File: src/fpl_pkg.sv
// Package: constants, types and register map of the front panel lock and clock setup block
//
// Operation
// - Each lock key press toggles panel lock; lock indicator lit while locked.
// - While locked, every key except the lock key is ignored.
// - Controller may command remote lockout; then only the release key acts.
// - Release key indicator lit exactly while remote lockout is active.
// - Release key press in lockout returns local control, indicator off, keys enabled.
// - Viewing-angle key steps through four settings, wrapping back to the first.
// - Clock holds year, month, day, hour, minute, second; hours 00 to 23.
// - Entering time menu snapshots date and time; snapshot frozen while menu shown.
// - Left/right move selected field; up/down step its value.
// - ENTER loads edited date and time into the running clock.
// - Every report carries current date and time from the internal clock.
// - Wander phase samples pass a 10 Hz low-pass filter first.
// - Transient mode delays second reference output by fixed 324 ns, nothing added; the code rounds up to 4 clock cycles, 400 ns.
package fpl_pkg;

	// ---------------------------------------------------------------
	// Timing
	// ---------------------------------------------------------------
	localparam int CLK_NS     = 100;
	localparam int SECOND_NS  = 1000000000;
	localparam int SEC_CYC    = SECOND_NS / CLK_NS;
	localparam int REF_DLY_NS = 324;
	localparam int REF_DLY_CYC = (REF_DLY_NS + CLK_NS - 1) / CLK_NS;
	localparam int TICK_W     = 24;

	// First-order IIR, alpha = 2^-5 ~ 2*pi*10 Hz / 2 kHz sample rate
	localparam int PHASE_FS_HZ = 2000;
	localparam int FILT_CORNER_HZ = 10;
	localparam int FILT_SHIFT = 5;
	localparam int PH_W       = 16;
	localparam int ACC_W      = 24;
	localparam logic [7:0] ACC_FRAC = 8'h00;

	// ---------------------------------------------------------------
	// Keys
	// ---------------------------------------------------------------
	localparam int NKEY    = 9;
	localparam int K_LOCK  = 0;
	localparam int K_REL   = 1;
	localparam int K_VIEW  = 2;
	localparam int K_MENU  = 3;
	localparam int K_LEFT  = 4;
	localparam int K_RIGHT = 5;
	localparam int K_UP    = 6;
	localparam int K_DOWN  = 7;
	localparam int K_ENTER = 8;
	localparam logic [NKEY-1:0] KEY_LOCK_MASK = 9'h001;
	localparam int NSYNC   = NKEY + 2;
	localparam int S_RLO   = NKEY;
	localparam int S_REF   = NKEY + 1;

	// ---------------------------------------------------------------
	// Time fields, index 0 = year .. 5 = second
	// ---------------------------------------------------------------
	localparam int NFLD   = 6;
	localparam int FLD_W  = 7;
	localparam int F_YEAR = 0;
	localparam int F_SEC  = 5;
	localparam logic [2:0] SEL_LAST = 3'h5;
	typedef logic [NFLD-1:0][FLD_W-1:0] fpl_time_t;
	localparam fpl_time_t FLD_MAX = {7'h3b, 7'h3b, 7'h17, 7'h1f, 7'h0c, 7'h63};
	localparam fpl_time_t FLD_MIN = {7'h00, 7'h00, 7'h00, 7'h01, 7'h01, 7'h00};

	typedef enum logic [0:0] {
		ST_RUN  = 1'b0,
		ST_MENU = 1'b1
	} fpl_menu_t;

	// ---------------------------------------------------------------
	// Register map (byte addresses)
	// ---------------------------------------------------------------
	localparam int AW = 8;
	localparam logic [AW-1:0] REG_CTRL       = 8'h00;
	localparam logic [AW-1:0] REG_STATUS     = 8'h04;
	localparam logic [AW-1:0] REG_NOW_DATE   = 8'h08;
	localparam logic [AW-1:0] REG_NOW_TOD    = 8'h0c;
	localparam logic [AW-1:0] REG_EDIT_DATE  = 8'h10;
	localparam logic [AW-1:0] REG_EDIT_TOD   = 8'h14;
	localparam logic [AW-1:0] REG_STAMP_DATE = 8'h18;
	localparam logic [AW-1:0] REG_STAMP_TOD  = 8'h1c;
	localparam logic [AW-1:0] REG_FILT       = 8'h20;

	localparam int CTRL_TRANSIENT = 0;
	localparam int CTRL_FAM_A     = 1;
	localparam int CTRL_FAM_B     = 2;
	localparam logic [2:0] CTRL_RST = 3'h0;

	localparam logic [1:0] RESP_OKAY   = 2'h0;
	localparam logic [1:0] RESP_SLVERR = 2'h2;

	typedef struct packed {
		logic            awready;
		logic            wready;
		logic            bvalid;
		logic [1:0]      bresp;
		logic            aw_have;
		logic            w_have;
		logic [AW-1:0]   awaddr;
		logic [31:0]     wdata;
		logic [3:0]      wstrb;
		logic            arready;
		logic            rvalid;
		logic [1:0]      rresp;
		logic [31:0]     rdata;
		logic [NKEY-1:0] key_prev;
		logic            rlo_prev;
		logic            locked;
		logic            remote;
		logic [1:0]      view;
		fpl_menu_t       menu;
		logic [2:0]      sel;
		fpl_time_t       now;
		fpl_time_t       edit;
		fpl_time_t       stamp;
		logic [TICK_W-1:0] tick_cnt;
		logic [2:0]      ctrl;
		logic [ACC_W-1:0] acc;
		logic [PH_W-1:0] filt;
		logic [REF_DLY_CYC-1:0] dly;
		logic            ref_a;
		logic            ref_b;
	} fpl_top_state_t;

endpackage : fpl_pkg

File: src/fpl_top.sv
// Front panel lock, remote lockout, view angle, time setup and wander path
module fpl_top
	import fpl_pkg::*;
#(
	parameter int SEC_CYCLES = SEC_CYC
) (
	input  wire logic            sys_clk_i,
	input  wire logic            rst_i,
	// AXI4-Lite slave
	input  wire logic [AW-1:0]   s_axi_awaddr_i,
	input  wire logic            s_axi_awvalid_i,
	output logic                 s_axi_awready_o,
	input  wire logic [31:0]     s_axi_wdata_i,
	input  wire logic [3:0]      s_axi_wstrb_i,
	input  wire logic            s_axi_wvalid_i,
	output logic                 s_axi_wready_o,
	output logic [1:0]           s_axi_bresp_o,
	output logic                 s_axi_bvalid_o,
	input  wire logic            s_axi_bready_i,
	input  wire logic [AW-1:0]   s_axi_araddr_i,
	input  wire logic            s_axi_arvalid_i,
	output logic                 s_axi_arready_o,
	output logic [31:0]          s_axi_rdata_o,
	output logic [1:0]           s_axi_rresp_o,
	output logic                 s_axi_rvalid_o,
	input  wire logic            s_axi_rready_i,
	// Panel keys and controller line (asynchronous pins)
	input  wire logic [NKEY-1:0] key_i,
	input  wire logic            remote_lockout_i,
	// Wander path
	input  wire logic            ref_in_i,
	input  wire logic [PH_W-1:0] phase_sample_i,
	input  wire logic            phase_valid_i,
	input  wire logic            report_req_i,
	output logic                 ref_a_o,
	output logic                 ref_b_o,
	output logic [PH_W-1:0]      phase_filt_o,
	// Indicators
	output logic                 lock_led_o,
	output logic                 remote_led_o,
	output logic [1:0]           view_angle_o
);

	// ---------------------------------------------------------------
	// Pin synchronisation
	// ---------------------------------------------------------------
	logic [NSYNC-1:0] pins_s;

	fpl_sync #(
		.W (NSYNC)
	) u_sync (
		.sys_clk_i (sys_clk_i),
		.rst_i     (rst_i),
		.async_i   ({ref_in_i, remote_lockout_i, key_i}),
		.sync_o    (pins_s)
	);

	fpl_top_state_t s_q;
	fpl_top_state_t s_d;

	logic [NKEY-1:0] press;
	logic [NKEY-1:0] act;
	logic            rlo_rise;
	logic            tick;
	logic            in_menu;
	logic [NFLD-1:0] carry;
	fpl_time_t       edit_nx;
	fpl_time_t       run_nx;

	assign press    = pins_s[NKEY-1:0] & ~s_q.key_prev;
	assign rlo_rise = pins_s[S_RLO] & ~s_q.rlo_prev;
	assign tick     = (s_q.tick_cnt == TICK_W'(SEC_CYCLES - 1));
	assign in_menu  = (s_q.menu == ST_MENU);

	// Remote lockout masks everything but release; local lock masks all but lock
	always_comb begin
		if (s_q.remote) begin
			act = '0;
		end else if (s_q.locked) begin
			act = press & KEY_LOCK_MASK;
		end else begin
			act = press;
		end
	end

	// ---------------------------------------------------------------
	// Field steppers: edited snapshot and running clock
	// ---------------------------------------------------------------
	assign carry[F_SEC] = tick;

	for (genvar i = 0; i < NFLD; i++) begin : g_fld
		if (i < F_SEC) begin : g_carry
			// Ripple into next field only when the lower one wraps
			assign carry[i] = carry[i+1] & (s_q.now[i+1] == FLD_MAX[i+1]);
		end

		fpl_field_step u_edit (
			.val_i (s_q.edit[i]),
			.min_i (FLD_MIN[i]),
			.max_i (FLD_MAX[i]),
			.inc_i (in_menu & act[K_UP] & (s_q.sel == 3'(i))),
			.dec_i (in_menu & act[K_DOWN] & (s_q.sel == 3'(i))),
			.val_o (edit_nx[i])
		);

		fpl_field_step u_run (
			.val_i (s_q.now[i]),
			.min_i (FLD_MIN[i]),
			.max_i (FLD_MAX[i]),
			.inc_i (carry[i]),
			.dec_i (1'b0),
			.val_o (run_nx[i])
		);
	end

	// ---------------------------------------------------------------
	// Register read helpers
	// ---------------------------------------------------------------
	function automatic logic [31:0] pack_date(input fpl_time_t t);
		pack_date = {8'h00, 1'b0, t[0], 1'b0, t[1], 1'b0, t[2]};
	endfunction

	function automatic logic [31:0] pack_tod(input fpl_time_t t);
		pack_tod = {8'h00, 1'b0, t[3], 1'b0, t[4], 1'b0, t[5]};
	endfunction

	function automatic logic mapped(input logic [AW-1:0] a);
		mapped = (a[1:0] == 2'h0) && (a <= REG_FILT);
	endfunction

	logic [31:0] rd_word;

	always_comb begin
		case (s_axi_araddr_i)
			REG_CTRL:       rd_word = {29'h0, s_q.ctrl};
			REG_STATUS:     rd_word = {23'h0, (s_q.ctrl[CTRL_FAM_A] != s_q.ctrl[CTRL_FAM_B]),
				s_q.sel, in_menu, s_q.view, s_q.remote, s_q.locked};
			REG_NOW_DATE:   rd_word = pack_date(s_q.now);
			REG_NOW_TOD:    rd_word = pack_tod(s_q.now);
			REG_EDIT_DATE:  rd_word = pack_date(s_q.edit);
			REG_EDIT_TOD:   rd_word = pack_tod(s_q.edit);
			REG_STAMP_DATE: rd_word = pack_date(s_q.stamp);
			REG_STAMP_TOD:  rd_word = pack_tod(s_q.stamp);
			REG_FILT:       rd_word = {16'h0, s_q.filt};
			default:        rd_word = 32'h0;
		endcase
	end

	// ---------------------------------------------------------------
	// Next state
	// ---------------------------------------------------------------
	logic [ACC_W-1:0] diff;

	always_comb begin
		s_d  = s_q;
		diff = {phase_sample_i, ACC_FRAC} - s_q.acc;

		// AXI write: address and data taken in either order
		if (s_axi_awvalid_i && s_q.awready) begin
			s_d.aw_have = 1'b1;
			s_d.awaddr  = s_axi_awaddr_i;
		end
		if (s_axi_wvalid_i && s_q.wready) begin
			s_d.w_have = 1'b1;
			s_d.wdata  = s_axi_wdata_i;
			s_d.wstrb  = s_axi_wstrb_i;
		end
		if (s_q.bvalid && s_axi_bready_i) begin
			s_d.bvalid = 1'b0;
		end
		if (s_q.aw_have && s_q.w_have && !s_q.bvalid) begin
			s_d.aw_have = 1'b0;
			s_d.w_have  = 1'b0;
			s_d.bvalid  = 1'b1;
			s_d.bresp   = mapped(s_q.awaddr) ? RESP_OKAY : RESP_SLVERR;
			if (s_q.awaddr == REG_CTRL && s_q.wstrb[0]) begin
				s_d.ctrl = s_q.wdata[2:0];
			end
		end
		s_d.awready = !s_d.aw_have && !s_d.bvalid;
		s_d.wready  = !s_d.w_have && !s_d.bvalid;

		// AXI read: one-cycle answer
		if (s_q.rvalid && s_axi_rready_i) begin
			s_d.rvalid = 1'b0;
		end
		if (s_axi_arvalid_i && s_q.arready) begin
			s_d.rvalid = 1'b1;
			s_d.rdata  = rd_word;
			s_d.rresp  = mapped(s_axi_araddr_i) ? RESP_OKAY : RESP_SLVERR;
		end
		s_d.arready = !s_d.rvalid;

		// Key edges
		s_d.key_prev = pins_s[NKEY-1:0];
		s_d.rlo_prev = pins_s[S_RLO];

		if (s_q.remote && press[K_REL]) begin
			s_d.remote = 1'b0;
		end
		// Lockout command after release so a same-cycle command wins
		if (rlo_rise) begin
			s_d.remote = 1'b1;
		end
		if (act[K_LOCK]) begin
			s_d.locked = !s_q.locked;
		end
		if (act[K_VIEW]) begin
			s_d.view = 2'(s_q.view + 1'b1);
		end

		// Running clock
		s_d.tick_cnt = tick ? '0 : TICK_W'(s_q.tick_cnt + 1'b1);
		s_d.now      = run_nx;

		// Time setup menu
		case (s_q.menu)
			ST_RUN: begin
				if (act[K_MENU]) begin
					s_d.menu = ST_MENU;
					s_d.edit = s_q.now;
					s_d.sel  = 3'h0;
				end
			end
			ST_MENU: begin
				s_d.edit = edit_nx;
				if (act[K_RIGHT]) begin
					s_d.sel = (s_q.sel == SEL_LAST) ? 3'h0 : 3'(s_q.sel + 1'b1);
				end else if (act[K_LEFT]) begin
					s_d.sel = (s_q.sel == 3'h0) ? SEL_LAST : 3'(s_q.sel - 1'b1);
				end
				if (act[K_ENTER]) begin
					s_d.now      = s_q.edit;
					s_d.tick_cnt = '0;
					s_d.menu     = ST_RUN;
				end else if (act[K_MENU]) begin
					s_d.menu = ST_RUN;
				end
			end
			default: begin
				s_d.menu = ST_RUN;
			end
		endcase

		// Report time stamp
		if (report_req_i) begin
			s_d.stamp = s_q.now;
		end

		// Wander phase filter
		if (phase_valid_i) begin
			s_d.acc  = ACC_W'(s_q.acc + ACC_W'($signed(diff) >>> FILT_SHIFT));
			s_d.filt = s_d.acc[ACC_W-1 -: PH_W];
		end

		// Reference pair: fixed delay in transient mode, otherwise aligned
		s_d.dly   = {s_q.dly[REF_DLY_CYC-2:0], pins_s[S_REF]};
		s_d.ref_a = pins_s[S_REF];
		s_d.ref_b = s_q.ctrl[CTRL_TRANSIENT] ? s_q.dly[REF_DLY_CYC-1] : pins_s[S_REF];
	end

	// ---------------------------------------------------------------
	// State register
	// ---------------------------------------------------------------
	always_ff @(posedge sys_clk_i or posedge rst_i) begin
		if (rst_i) begin
			s_q         <= '0;
			s_q.awready <= 1'b1;
			s_q.wready  <= 1'b1;
			s_q.arready <= 1'b1;
			s_q.menu    <= ST_RUN;
			s_q.now     <= FLD_MIN;
			s_q.edit    <= FLD_MIN;
			s_q.stamp   <= FLD_MIN;
			s_q.ctrl    <= CTRL_RST;
		end else begin
			s_q <= s_d;
		end
	end

	// ---------------------------------------------------------------
	// Outputs
	// ---------------------------------------------------------------
	assign s_axi_awready_o = s_q.awready;
	assign s_axi_wready_o  = s_q.wready;
	assign s_axi_bvalid_o  = s_q.bvalid;
	assign s_axi_bresp_o   = s_q.bresp;
	assign s_axi_arready_o = s_q.arready;
	assign s_axi_rvalid_o  = s_q.rvalid;
	assign s_axi_rdata_o   = s_q.rdata;
	assign s_axi_rresp_o   = s_q.rresp;
	assign lock_led_o      = s_q.locked;
	assign remote_led_o    = s_q.remote;
	assign view_angle_o    = s_q.view;
	assign ref_a_o         = s_q.ref_a;
	assign ref_b_o         = s_q.ref_b;
	assign phase_filt_o    = s_q.filt;

endmodule // fpl_top

File: src/fpl_sync.sv
// Two-flop synchroniser for asynchronous panel and controller pins
module fpl_sync #(
	parameter int W = 1
) (
	input  wire logic         sys_clk_i,
	input  wire logic         rst_i,
	input  wire logic [W-1:0] async_i,
	output logic      [W-1:0] sync_o
);

	typedef struct packed {
		logic [W-1:0] meta;
		logic [W-1:0] stable;
	} fpl_sync_state_t;

	fpl_sync_state_t s_q;
	fpl_sync_state_t s_d;

	always_comb begin
		s_d        = s_q;
		s_d.meta   = async_i;
		s_d.stable = s_q.meta;
	end

	always_ff @(posedge sys_clk_i or posedge rst_i) begin
		if (rst_i) begin
			s_q <= '0;
		end else begin
			s_q <= s_d;
		end
	end

	assign sync_o = s_q.stable;

endmodule // fpl_sync

File: src/fpl_field_step.sv
// One date or time field stepped up or down with wrap between its limits
module fpl_field_step
	import fpl_pkg::*;
(
	input  wire logic [FLD_W-1:0] val_i,
	input  wire logic [FLD_W-1:0] min_i,
	input  wire logic [FLD_W-1:0] max_i,
	input  wire logic             inc_i,
	input  wire logic             dec_i,
	output logic      [FLD_W-1:0] val_o
);

	always_comb begin
		val_o = val_i;
		if (inc_i) begin
			val_o = (val_i >= max_i) ? min_i : FLD_W'(val_i + 1'b1);
		end else if (dec_i) begin
			val_o = (val_i <= min_i) ? max_i : FLD_W'(val_i - 1'b1);
		end
	end

endmodule // fpl_field_step

File: config.mk
export PLATFORM = sky130hd
export DESIGN_NAME = fpl_top
export DESIGN_NICKNAME = d
export VERILOG_FILES = /design/src/fpl_pkg.sv /design/src/fpl_top.sv /design/src/fpl_sync.sv /design/src/fpl_field_step.sv
export SDC_FILE = /design/constraint.sdc
export NUM_CORES = 1
export LEC_CHECK = 0
export BUFFER_PORTS_ARGS = -buffer_cell sky130_fd_sc_hd__buf_2
export CORE_MARGIN = 4
export CORE_UTILIZATION = 40
export CTS_CLUSTER_SIZE = 12
export DETAILED_ROUTE_END_ITERATION = 12
export PLACE_DENSITY = 0.53
export SYNTH_ARGS = -nofsm -noshare
export SYNTH_HDL_FRONTEND = slang
export SYNTH_HIERARCHICAL = 1
export SYNTH_SLANG_ARGS = --single-unit
File: constraint.sdc
create_clock -name sys_clk_i -period 10.46 [get_ports sys_clk_i]
set_input_delay 1.569 -clock sys_clk_i [delete_from_list [all_inputs] [get_ports sys_clk_i]]
set_output_delay 1.569 -clock sys_clk_i [all_outputs]
set_load 0.05 [all_outputs]
==> flow_summary.toml, run 1 <==
[outcome]
outcome = "complete, no violations"

[pwr]
p_leak_nw = 12.4
power_density_nw_per_um2 = 298
ir_drop_mv = 0.242

[cts]
cts_tree = "yes"
cts_buffers = 34
post_cts_resize_count = 0
clkTransAtPathRegs_ns = 0.06
cts_buffer_depth = 3
cts_setup_buffers = 0
cts.sinks = 266
cts-root-buf = "clkbuf_16"
hold_buffers = 0
clk_latency_ns = 0.56
cts-htree-levels = 2

[die]
ios = 151
die-area_um2 = 63200
core-area_um2 = 58200
die_x_um = 251
rows = 88
start_util_pct = 40.7
die_y_um = 251

[sta]
clock-skew-final_ns = 0.0272
tightestPinTransition_ns = 1.03
rsz0062_at_grt = "false"
period_minus_slack_ns = 5.56
hold_ws_ns = 0.343
slew_headroom_pct = 31.4
fin_crit_sh_pct = 53.2
setup_tns_ns = 0
fmax_mhz = 180
setup_viol = 0
finalMaxSlewViolations = 0
hold_violations = 0

[final_layout]
drive_gt1_share_pct = 12.8
multi_input_area_um2 = 16400
fin_nets = 3320
synthToLayoutAreaGrowth_pct = 12.9
final-seq-area_um2 = 6670
fill_cells = 5695
n_antenna_cell = 0
layout_commonest_cell = "conb_1"
final_cell_mix = "conb_1 (305), dfrtp_1 (256), inv_1 (253)"

[detailed_routing]
wl_per_cell_um = 16.7
vias = 19761
routed_wl_um = 63400
drc = 0
first_pass_iters = 7
drt-vias-per-instance = 5.22
postRouteAntennaNets = 0
drtIter0Drc = 1006

[setup_path]
path_max_fanout = 8
worst-setup-path-type = "in -> reg"
critical_path_arrival_ns = 6.03
end_kind = "flip-flop"
r2r-start = "s_q[36]$_DFFE_PP0P_"
critPathLaunchType = "input pin"
cp-startpoint = "phase_sample_i[7]"
cp.required_ns = 10.92

[logic_synthesis]
yosysUniqueCellTypes = 74
synth_ff_type = "dfrtp_1"
synth_warnings = 6
synth-edff-count = 0
netlist_instances = 2697
synth-seq-cells = 266
ys_seq_area_share_pct = 28.1
synthesis.area_um2 = 23700
syn_area_per_cell_um2 = 8.79
async_reset_ff_share_pct = 100

[grt]
grt_max_degree = 91
grt_pass1_wl_um = 105000
antenna_found_initial = 1
grt_overflow_total = 0
grt_use_total_pct = 19.9
grt_pass1_vias = 19768

[placement]
place_congestion = 0.882
dp_hpwl_um = 46600
portBuffers = 107

[flow_run]
max_cap_violations = 0

[hold_path]
hold_path.class = "reg -> reg"
hold_start = "u_sync/s_d[0]$_DFF_PP0_"
==> flip-flops by register name (all words and copies together), names as in the netlist <==
name / count
s_axi_bresp_o: 1
s_axi_rvalid_o: 1
view_angle_o: 2
remote_led_o: 1
s_q: 205
s_axi_wready_o: 1
s_axi_awready_o: 1
ref_b_o: 1
s_axi_arready_o: 1
u_sync/sync_o: 11
s_axi_rdata_o: 23
in_menu: 1
s_axi_bvalid_o: 1
s_d: 3
u_sync/s_d: 11
lock_led_o: 1
s_axi_rresp_o: 1
==> power by group <==
group / switching, W / leakage (nW) / internal, W
combinational: 0.00250 / 8.62 / 0.00203
sequential: 0.000771 / 3.23 / 0.00140
clock: 0.000489 / 0.584 / 0.000782
==> path summary, 6_finish.rpt <==
path,endpoint,slack [ns],depth (start not counted)
min,u_sync/sync_o[0]$_DFF_PP0_,0.34,0
max reg2reg,s_q[45]$_DFFE_PP0P_,5.43,18
max,s_q[45]$_DFFE_PP0P_,4.90,18
min reg2reg,u_sync/sync_o[0]$_DFF_PP0_,0.34,0
max in group asynchronous,s_axi_rdata_o[18]$_DFFE_PP0P_,7.45,4
min in group asynchronous,s_q[209]$_DFF_PP0_,1.06,2
==> cell usage after synthesis, types with 14 or more instances <==
library cell / instances / area share [%]
a211oi_1: 29 / 0.92
a21o_1: 72 / 2.3
a21oi_1: 137 / 2.9
a221oi_1: 22 / 0.81
and2_1: 22 / 0.58
and3_1: 31 / 0.82
buf_4: 54 / 1.7
clkbuf_1: 85 / 1.3
dfrtp_1: 257 / 27
ha_1: 236 / 12
inv_1: 254 / 4.0
mux2_2: 140 / 6.6
mux2i_1: 133 / 5.6
mux4_2: 22 / 2.1
nand2_1: 232 / 3.7
nand3_1: 68 / 1.4
nand3b_1: 22 / 0.70
nand4_1: 20 / 0.53
nor2_1: 149 / 2.4
nor2b_1: 20 / 0.53
nor3_1: 49 / 1.0
nor3b_1: 15 / 0.47
nor4_1: 16 / 0.42
o21a_1: 38 / 1.2
o21ai_0: 201 / 4.2
o21ai_1: 14 / 0.30
or3_1: 19 / 0.50
xnor2_1: 72 / 2.7
xor2_1: 45 / 1.7
==> layer usage <==
metal  wire length, um  global-route usage, %  vias up
met5                18                      0        -
met4               795                   3.50        2
met3              3090                   3.49       59
met2             29200                   32.9      346
met1             30300                   27.9     9448
li1                  -                      -     9906
==> kinds of logic (layout without fill, tap and decap cells) <==
kind of cell,Yosys count,in the layout,share of synthesized area [%]
compound gates,659,659,18.4
xor+xnor,117,117,4.32
mux,295,295,14.4
flops,266,266,28.1
other cells,2,305,0.0317
simple gates,710,710,14.5
fa+ha+maj,237,237,12.5
buf+inv,411,432,7.75
==> critical path: stages <==
cell	delay [ns]
buf_2	0.11
ha_1	0.36
and4_1	0.27
a31o_2	0.25
a21oi_1	0.18
a21boi_2	0.10
o21a_2	0.24
o41a_2	0.38
xnor2_1	0.61
ha_1	0.42
a21oi_1	0.28
nand2_1	0.08
nor2_1	0.09
o21ai_1	0.08
and3_4	0.16
a221o_1	0.31
mux4_2	0.42
o2111ai_1	0.09
==> area by class of cell <==
| type | count | share of cell area [%] |
|---|---|---|
| clock buffer | 46 | 3.65 |
| clock inverter | 15 | 0.860 |
| multi-input combinational | 2323 | 61.1 |
| tap | 765 | 3.58 |
| timing repair buffer | 117 | 2.28 |
| sequential | 266 | 24.9 |
| inverter | 254 | 3.59 |
==> metrics by stage <==
step	power (W)	utilization (%)	setup WS, ns	area (um2)	std cells
CTS	0.00801	45.9	4.93	26800	3786
global placement	0.00656	43.9	4.40	25600	3725
global route	0.00872	45.9	4.60	26800	3786
floorplan	0.00562	-	2.20	24900	3000
detailed placement	0.00668	43.9	4.39	25600	3725
finish	0.00798	45.9	4.90	26800	3786
Note: power is estimated with default switching activity, not from simulation.
==> run 2: changes to the inputs <==
==> constraint.sdc (replaced) <==
create_clock -name sys_clk_i -period 5.79 [get_ports sys_clk_i]
set_input_delay 0.8685 -clock sys_clk_i [delete_from_list [all_inputs] [get_ports sys_clk_i]]
set_output_delay 0.8685 -clock sys_clk_i [all_outputs]
set_load 0.05 [all_outputs]
==> flow_summary.toml, run 2 (synthesis results as in run 1) <==
[detailed_routing]
first_pass_iters = 5
postRouteAntennaNets = 0
vias = 19928
drtIter0Drc = 1117
wl_per_cell_um = 16.7
drc = 0
drt-vias-per-instance = 5.26
routed_wl_um = 63200

[final_layout]
largest_register = "s_q"
synthToLayoutAreaGrowth_pct = 12.8
largest_reg_flops = 205
n_antenna_cell = 0
fin_area_um2 = 26700
layout_commonest_cell = "conb_1"
final_cell_mix = "conb_1 (305), dfrtp_1 (256), inv_1 (253)"
fill_cells = 5708
drive_gt1_share_pct = 12.8
fin_nets = 3322

[sta]
hold_ws_ns = 0.341
fin_crit_sh_pct = 85.0
setup_ws_ns = 0.868
setup_viol = 0
fmax_mhz = 203
setup_tns_ns = 0
tightestPinTransition_ns = 1.04
finalMaxSlewViolations = 0
rsz0062_at_grt = "false"
slew_headroom_pct = 30.5
clock-skew-final_ns = 0.0216
period_minus_slack_ns = 4.92
hold_violations = 0

[hold_path]
hold_path.class = "reg -> reg"
hold_path_depth = 0

[setup_path]
critical_path.endpoint = "s_q[42]$_DFFE_PP0P_"
critical_path_arrival_ns = 5.32
worst-setup-path-type = "reg -> reg"
cp-startpoint = "s_q[26]$_DFFE_PP0P_"
r2r-start = "s_q[26]$_DFFE_PP0P_"
worstSetupPathDepth = 17
critPathMaxStageDelay_ns = 0.67
path_cells = "or4_1 > or3_1 > a21boi_0 > o21ai_0 > nor2b_1 > o21ai_2 > a41o_1 > nor2_1 > xnor2_1 > ha_1 > nand2_1 > o21ai_0 > a2111oi_0 > a21oi_2 > a211oi_1 > xor2_1 > mux2i_1"
reg2reg_slack_ns = 0.87
cp_slowest_cell = "or4_1"
crit_family = "compound AO/OA/AOI/OAI gates"
crit_buf_inv = 0
reg2reg_depth = 17
end_kind = "flip-flop"
cp.required_ns = 6.19
critPathLaunchType = "flip-flop"
path_max_fanout = 8
cpMostUsedCell = "o21ai_0"
r2r_end = "s_q[42]$_DFFE_PP0P_"

[die]
ios = 151
start_util_pct = 40.7
die_y_um = 251
core-area_um2 = 58200
rows = 88
die_x_um = 251
die-area_um2 = 63200

[pwr]
p_leak_nw = 12.4
power_switching_w = 0.00679
clkPwrFrac_pct = 15.4
finalPower_w = 0.0144
comb_power_share_pct = 57.4
sequentialPowerShare_pct = 27.2
netSwitchingFraction_pct = 47.3
internal_power_w = 0.00757
power_density_nw_per_um2 = 537
ir_drop_mv = 0.365

[grt]
grt_pass1_vias = 19674
grt_overflow_total = 0
grt_pass1_wl_um = 104000
grt_use_total_pct = 19.7
antenna_found_initial = 2
grt_max_degree = 139

[cts]
cts_tree = "yes"
cts_setup_buffers = 0
cts_buffer_depth = 3
clkTransAtPathRegs_ns = 0.07
cts.sinks = 266
hold_buffers = 0
cts-root-buf = "clkbuf_16"
cts-htree-levels = 2
cts_buffers = 35
clk_latency_ns = 0.54
post_cts_resize_count = 0

[flow_run]
max_cap_violations = 0

[placement]
pre_cts_slack_ns = 0.726
portBuffers = 107
dp_hpwl_um = 46800
place_congestion = 0.856
placed_area_um2 = 25600

[outcome]
outcome = "complete, no violations"
run 2: worst min path at each step:
stage | from | endpoint
after CTS | u_sync/s_d[6]$_DFF_PP0_ | u_sync/sync_o[6]$_DFF_PP0_
after floorplan | s_d[4]$_DFF_PP0_ | s_d[5]$_DFF_PP0_
after detailed placement | u_sync/s_d[6]$_DFF_PP0_ | u_sync/sync_o[6]$_DFF_PP0_
final | u_sync/s_d[7]$_DFF_PP0_ | u_sync/sync_o[7]$_DFF_PP0_
after global routing | u_sync/s_d[1]$_DFF_PP0_ | u_sync/sync_o[1]$_DFF_PP0_
after global placement | u_sync/s_d[1]$_DFF_PP0_ | u_sync/sync_o[1]$_DFF_PP0_
run 2: power by group through the flow:
stage / registers [W] / clock network (W) / logic (W)
after floorplan: 0.00332 / 0 / 0.00684
after global routing: 0.00404 / 0.00236 / 0.00925
after global placement: 0.00392 / 0 / 0.00796
final: 0.00390 / 0.00222 / 0.00824
after detailed placement: 0.00395 / 0 / 0.00817
after CTS: 0.00391 / 0.00229 / 0.00822
run 2: layout make-up:
cell class	instances	area, um2	share of cell area, %
Tap cell	765	957	3.58
Inverter	254	957	3.58
Timing Repair Buffer	118	631	2.36
Multi-Input combinational cell	2323	16400	61.2
Clock inverter	13	156	0.585
Sequential cell	266	6670	24.9
Clock buffer	50	1010	3.79
run 2: through the flow:
step,std cells,utilization [%]
2_1_floorplan,3000,-
3_3_place_gp,3726,43.9
3_5_place_dp,3726,43.9
4_1_cts,3789,45.9
5_1_grt,3789,45.9
6_report,3789,45.9
run 2: worst register-to-register path, cell delays in order, from the launching register on:
cell	delay, ns
dfrtp_1	0.39
or4_1	0.67
or3_1	0.47
a21boi_0	0.30
o21ai_0	0.16
nor2b_1	0.19
o21ai_2	0.24
a41o_1	0.23
nor2_1	0.06
xnor2_1	0.23
ha_1	0.31
nand2_1	0.08
o21ai_0	0.13
a2111oi_0	0.45
a21oi_2	0.25
a211oi_1	0.32
xor2_1	0.21
mux2i_1	0.10
run 2: metal layers:
layer / global-route usage, % / wire (um) / up-vias
li1: - / - / 9929
met1: 27.5 / 30400 / 9566
met3: 2.90 / 2590 / 85
met2: 32.6 / 29000 / 346
met5: 0 / 20 / -
met4: 4.50 / 1200 / 2
==> run 3: changes to the inputs <==
==> constraint.sdc (replaced) <==
create_clock -name sys_clk_i -period 5.79 [get_ports sys_clk_i]
set_input_delay 1.158 -clock sys_clk_i [delete_from_list [all_inputs] [get_ports sys_clk_i]]
set_output_delay 1.158 -clock sys_clk_i [all_outputs]
set_load 0.05 [all_outputs]
==> flow_summary.toml, run 3 (synthesis results as in run 1) <==
[outcome]
outcome = "complete, no violations"

[cts]
cts_setup_buffers = 0
clkTransAtPathRegs_ns = 0.06
cts.sinks = 266
hold_buffers = 0
cts-root-buf = "clkbuf_16"
cts_buffers = 34
cts-htree-levels = 2
clk_latency_ns = 0.56
cts_buffer_depth = 3
post_cts_resize_count = 0
cts_tree = "yes"

[setup_path]
end_kind = "flip-flop"
path_max_fanout = 8
critPathMaxStageDelay_ns = 0.66
reg2reg_slack_ns = 0.86
worst-setup-path-type = "reg -> reg"
cp.required_ns = 6.25
r2r-start = "s_q[26]$_DFFE_PP0P_"
reg2reg_depth = 19
cp_slowest_cell = "or4_1"
r2r_end = "s_q[45]$_DFFE_PP0P_"
path_cells = "or4_1 > or3_1 > a21boi_0 > o21ai_0 > nor2b_1 > o21ai_2 > a41o_1 > nor2_1 > xnor2_1 > ha_1 > a21o_1 > a21oi_1 > o21ai_0 > nor2_1 > o21ai_1 > and3_4 > a221o_1 > mux4_2 > o2111ai_1"
critPathLaunchType = "flip-flop"
critical_path_arrival_ns = 5.39

[grt]
antenna_found_initial = 3
grt_pass1_vias = 19657
grt_util_met2_pct = 32.8
grt_use_total_pct = 19.7
grt_overflow_total = 0
use_met1_pct = 27.6
grt-busiest-layer = "met2"
grt_max_degree = 123
grt_pass1_wl_um = 103000
global_route.usage.met3_pct = 2.77

[detailed_routing]
routed_wl_um = 63600
drtIter0Drc = 1146
wl_per_cell_um = 16.8
vias = 19907
first_pass_iters = 5
drt-vias-per-instance = 5.26
postRouteAntennaNets = 0
drc = 0

[sta]
fin_crit_sh_pct = 85.2
clock-skew-final_ns = 0.0277
hold_violations = 0
finalMaxSlewViolations = 0
slew_headroom_pct = 31.3
period_minus_slack_ns = 4.93
setup_viol = 0
setup_tns_ns = 0
tightestPinTransition_ns = 1.03
rsz0062_at_grt = "false"
fmax_mhz = 203

[final_layout]
drive_gt1_share_pct = 12.8
fin_nets = 3321
largest_register = "s_q"
final_cell_mix = "conb_1 (305), dfrtp_1 (256), inv_1 (253)"
layout_commonest_cell = "conb_1"
largest_reg_flops = 205
synthToLayoutAreaGrowth_pct = 12.8
n_antenna_cell = 0

[die]
die_y_um = 251
ios = 151
die_x_um = 251
rows = 88
core-area_um2 = 58200
die-area_um2 = 63200
start_util_pct = 40.7

[pwr]
clkPwrFrac_pct = 15.6
netSwitchingFraction_pct = 47.2
power_density_nw_per_um2 = 538
ir_drop_mv = 0.343
finalPower_w = 0.0144
comb_power_share_pct = 57.2
p_leak_nw = 12.4
power_switching_w = 0.00679
internal_power_w = 0.00760
sequentialPowerShare_pct = 27.1

[hold_path]
hold_path.class = "reg -> reg"
hold_path_depth = 0
holdPathEnd = "u_sync/sync_o[3]$_DFF_PP0_"
hold_start = "u_sync/s_d[3]$_DFF_PP0_"

[placement]
place_congestion = 0.874
dp_hpwl_um = 47200
portBuffers = 107

[flow_run]
max_cap_violations = 0
==> run 3: cell types whose count changed in the layout (fill, tap and decap cells not counted) <==
| cell | change |
|---|---|
| bufinv_16 | +1 |
| clkbuf_1 | -4 |
| clkbuf_16 | -2 |
| clkbuf_8 | +4 |
| clkinv_4 | -3 |
| clkinvlp_4 | +1 |
| inv_6 | +1 |
==> run 3: area by class of cell <==
type,instances,area [um2]
Fill cell,5629,31500
Multi-Input combinational cell,2323,16400
Sequential cell,266,6670
Clock buffer,48,1000
Inverter,254,957
Tap cell,765,957
Timing Repair Buffer,118,631
Clock inverter,13,176
==> run 3: metal layers <==
layer / up-vias / routed length, um
met5: - / 13
met4: 2 / 1020
met3: 68 / 2680
met2: 379 / 29300
met1: 9534 / 30600
li1: 9924 / -
==> run 3: power groups by stage <==
stage / Clock (W) / Sequential (W) / Combinational, W
floorplan: 0 / 0.00332 / 0.00684
global placement: 0 / 0.00393 / 0.00795
detailed placement: 0 / 0.00395 / 0.00816
CTS: 0.00232 / 0.00392 / 0.00821
global route: 0.00239 / 0.00404 / 0.00924
finish: 0.00225 / 0.00391 / 0.00823
==> run 3: worst max path at each step <==
stage,slack (ns),cells after the start,endpoint,start
floorplan,0.71,17,s_q[45]$_DFFE_PP0P_,phase_sample_i[7]
global placement,0.44,21,s_q[45]$_DFFE_PP0P_,phase_sample_i[0]
detailed placement,0.40,21,s_q[45]$_DFFE_PP0P_,phase_sample_i[0]
CTS,0.87,19,s_q[45]$_DFFE_PP0P_,s_q[26]$_DFFE_PP0P_
global route,0.49,17,s_q[42]$_DFFE_PP0P_,s_q[26]$_DFFE_PP0P_
finish,0.86,19,s_q[45]$_DFFE_PP0P_,s_q[26]$_DFFE_PP0P_
==> run 3: critical path, delay by kind of cell, from the launching register on <==
family | cells | cell delay, ns
compound gates | 10 | 1.81
flops | 1 | 0.39
xor+xnor | 1 | 0.25
mux | 1 | 0.42
fa+ha+maj | 1 | 0.31
simple gates | 6 | 1.64
==> run 3: metrics by stage <==
step                      setup slack, ns  cell area [um2]  hold WS (ns)  util [%]  instances
final                               0.859            26800         0.345      45.9       3787
after global routing                0.488            26800         0.358      45.9       3787
after CTS                           0.875            26800         0.348      45.9       3787
after detailed placement            0.404            25600         0.336      43.9       3726
after global placement              0.437            25600         0.332      43.9       3726
after floorplan                     0.706            24900         0.331         -       3000
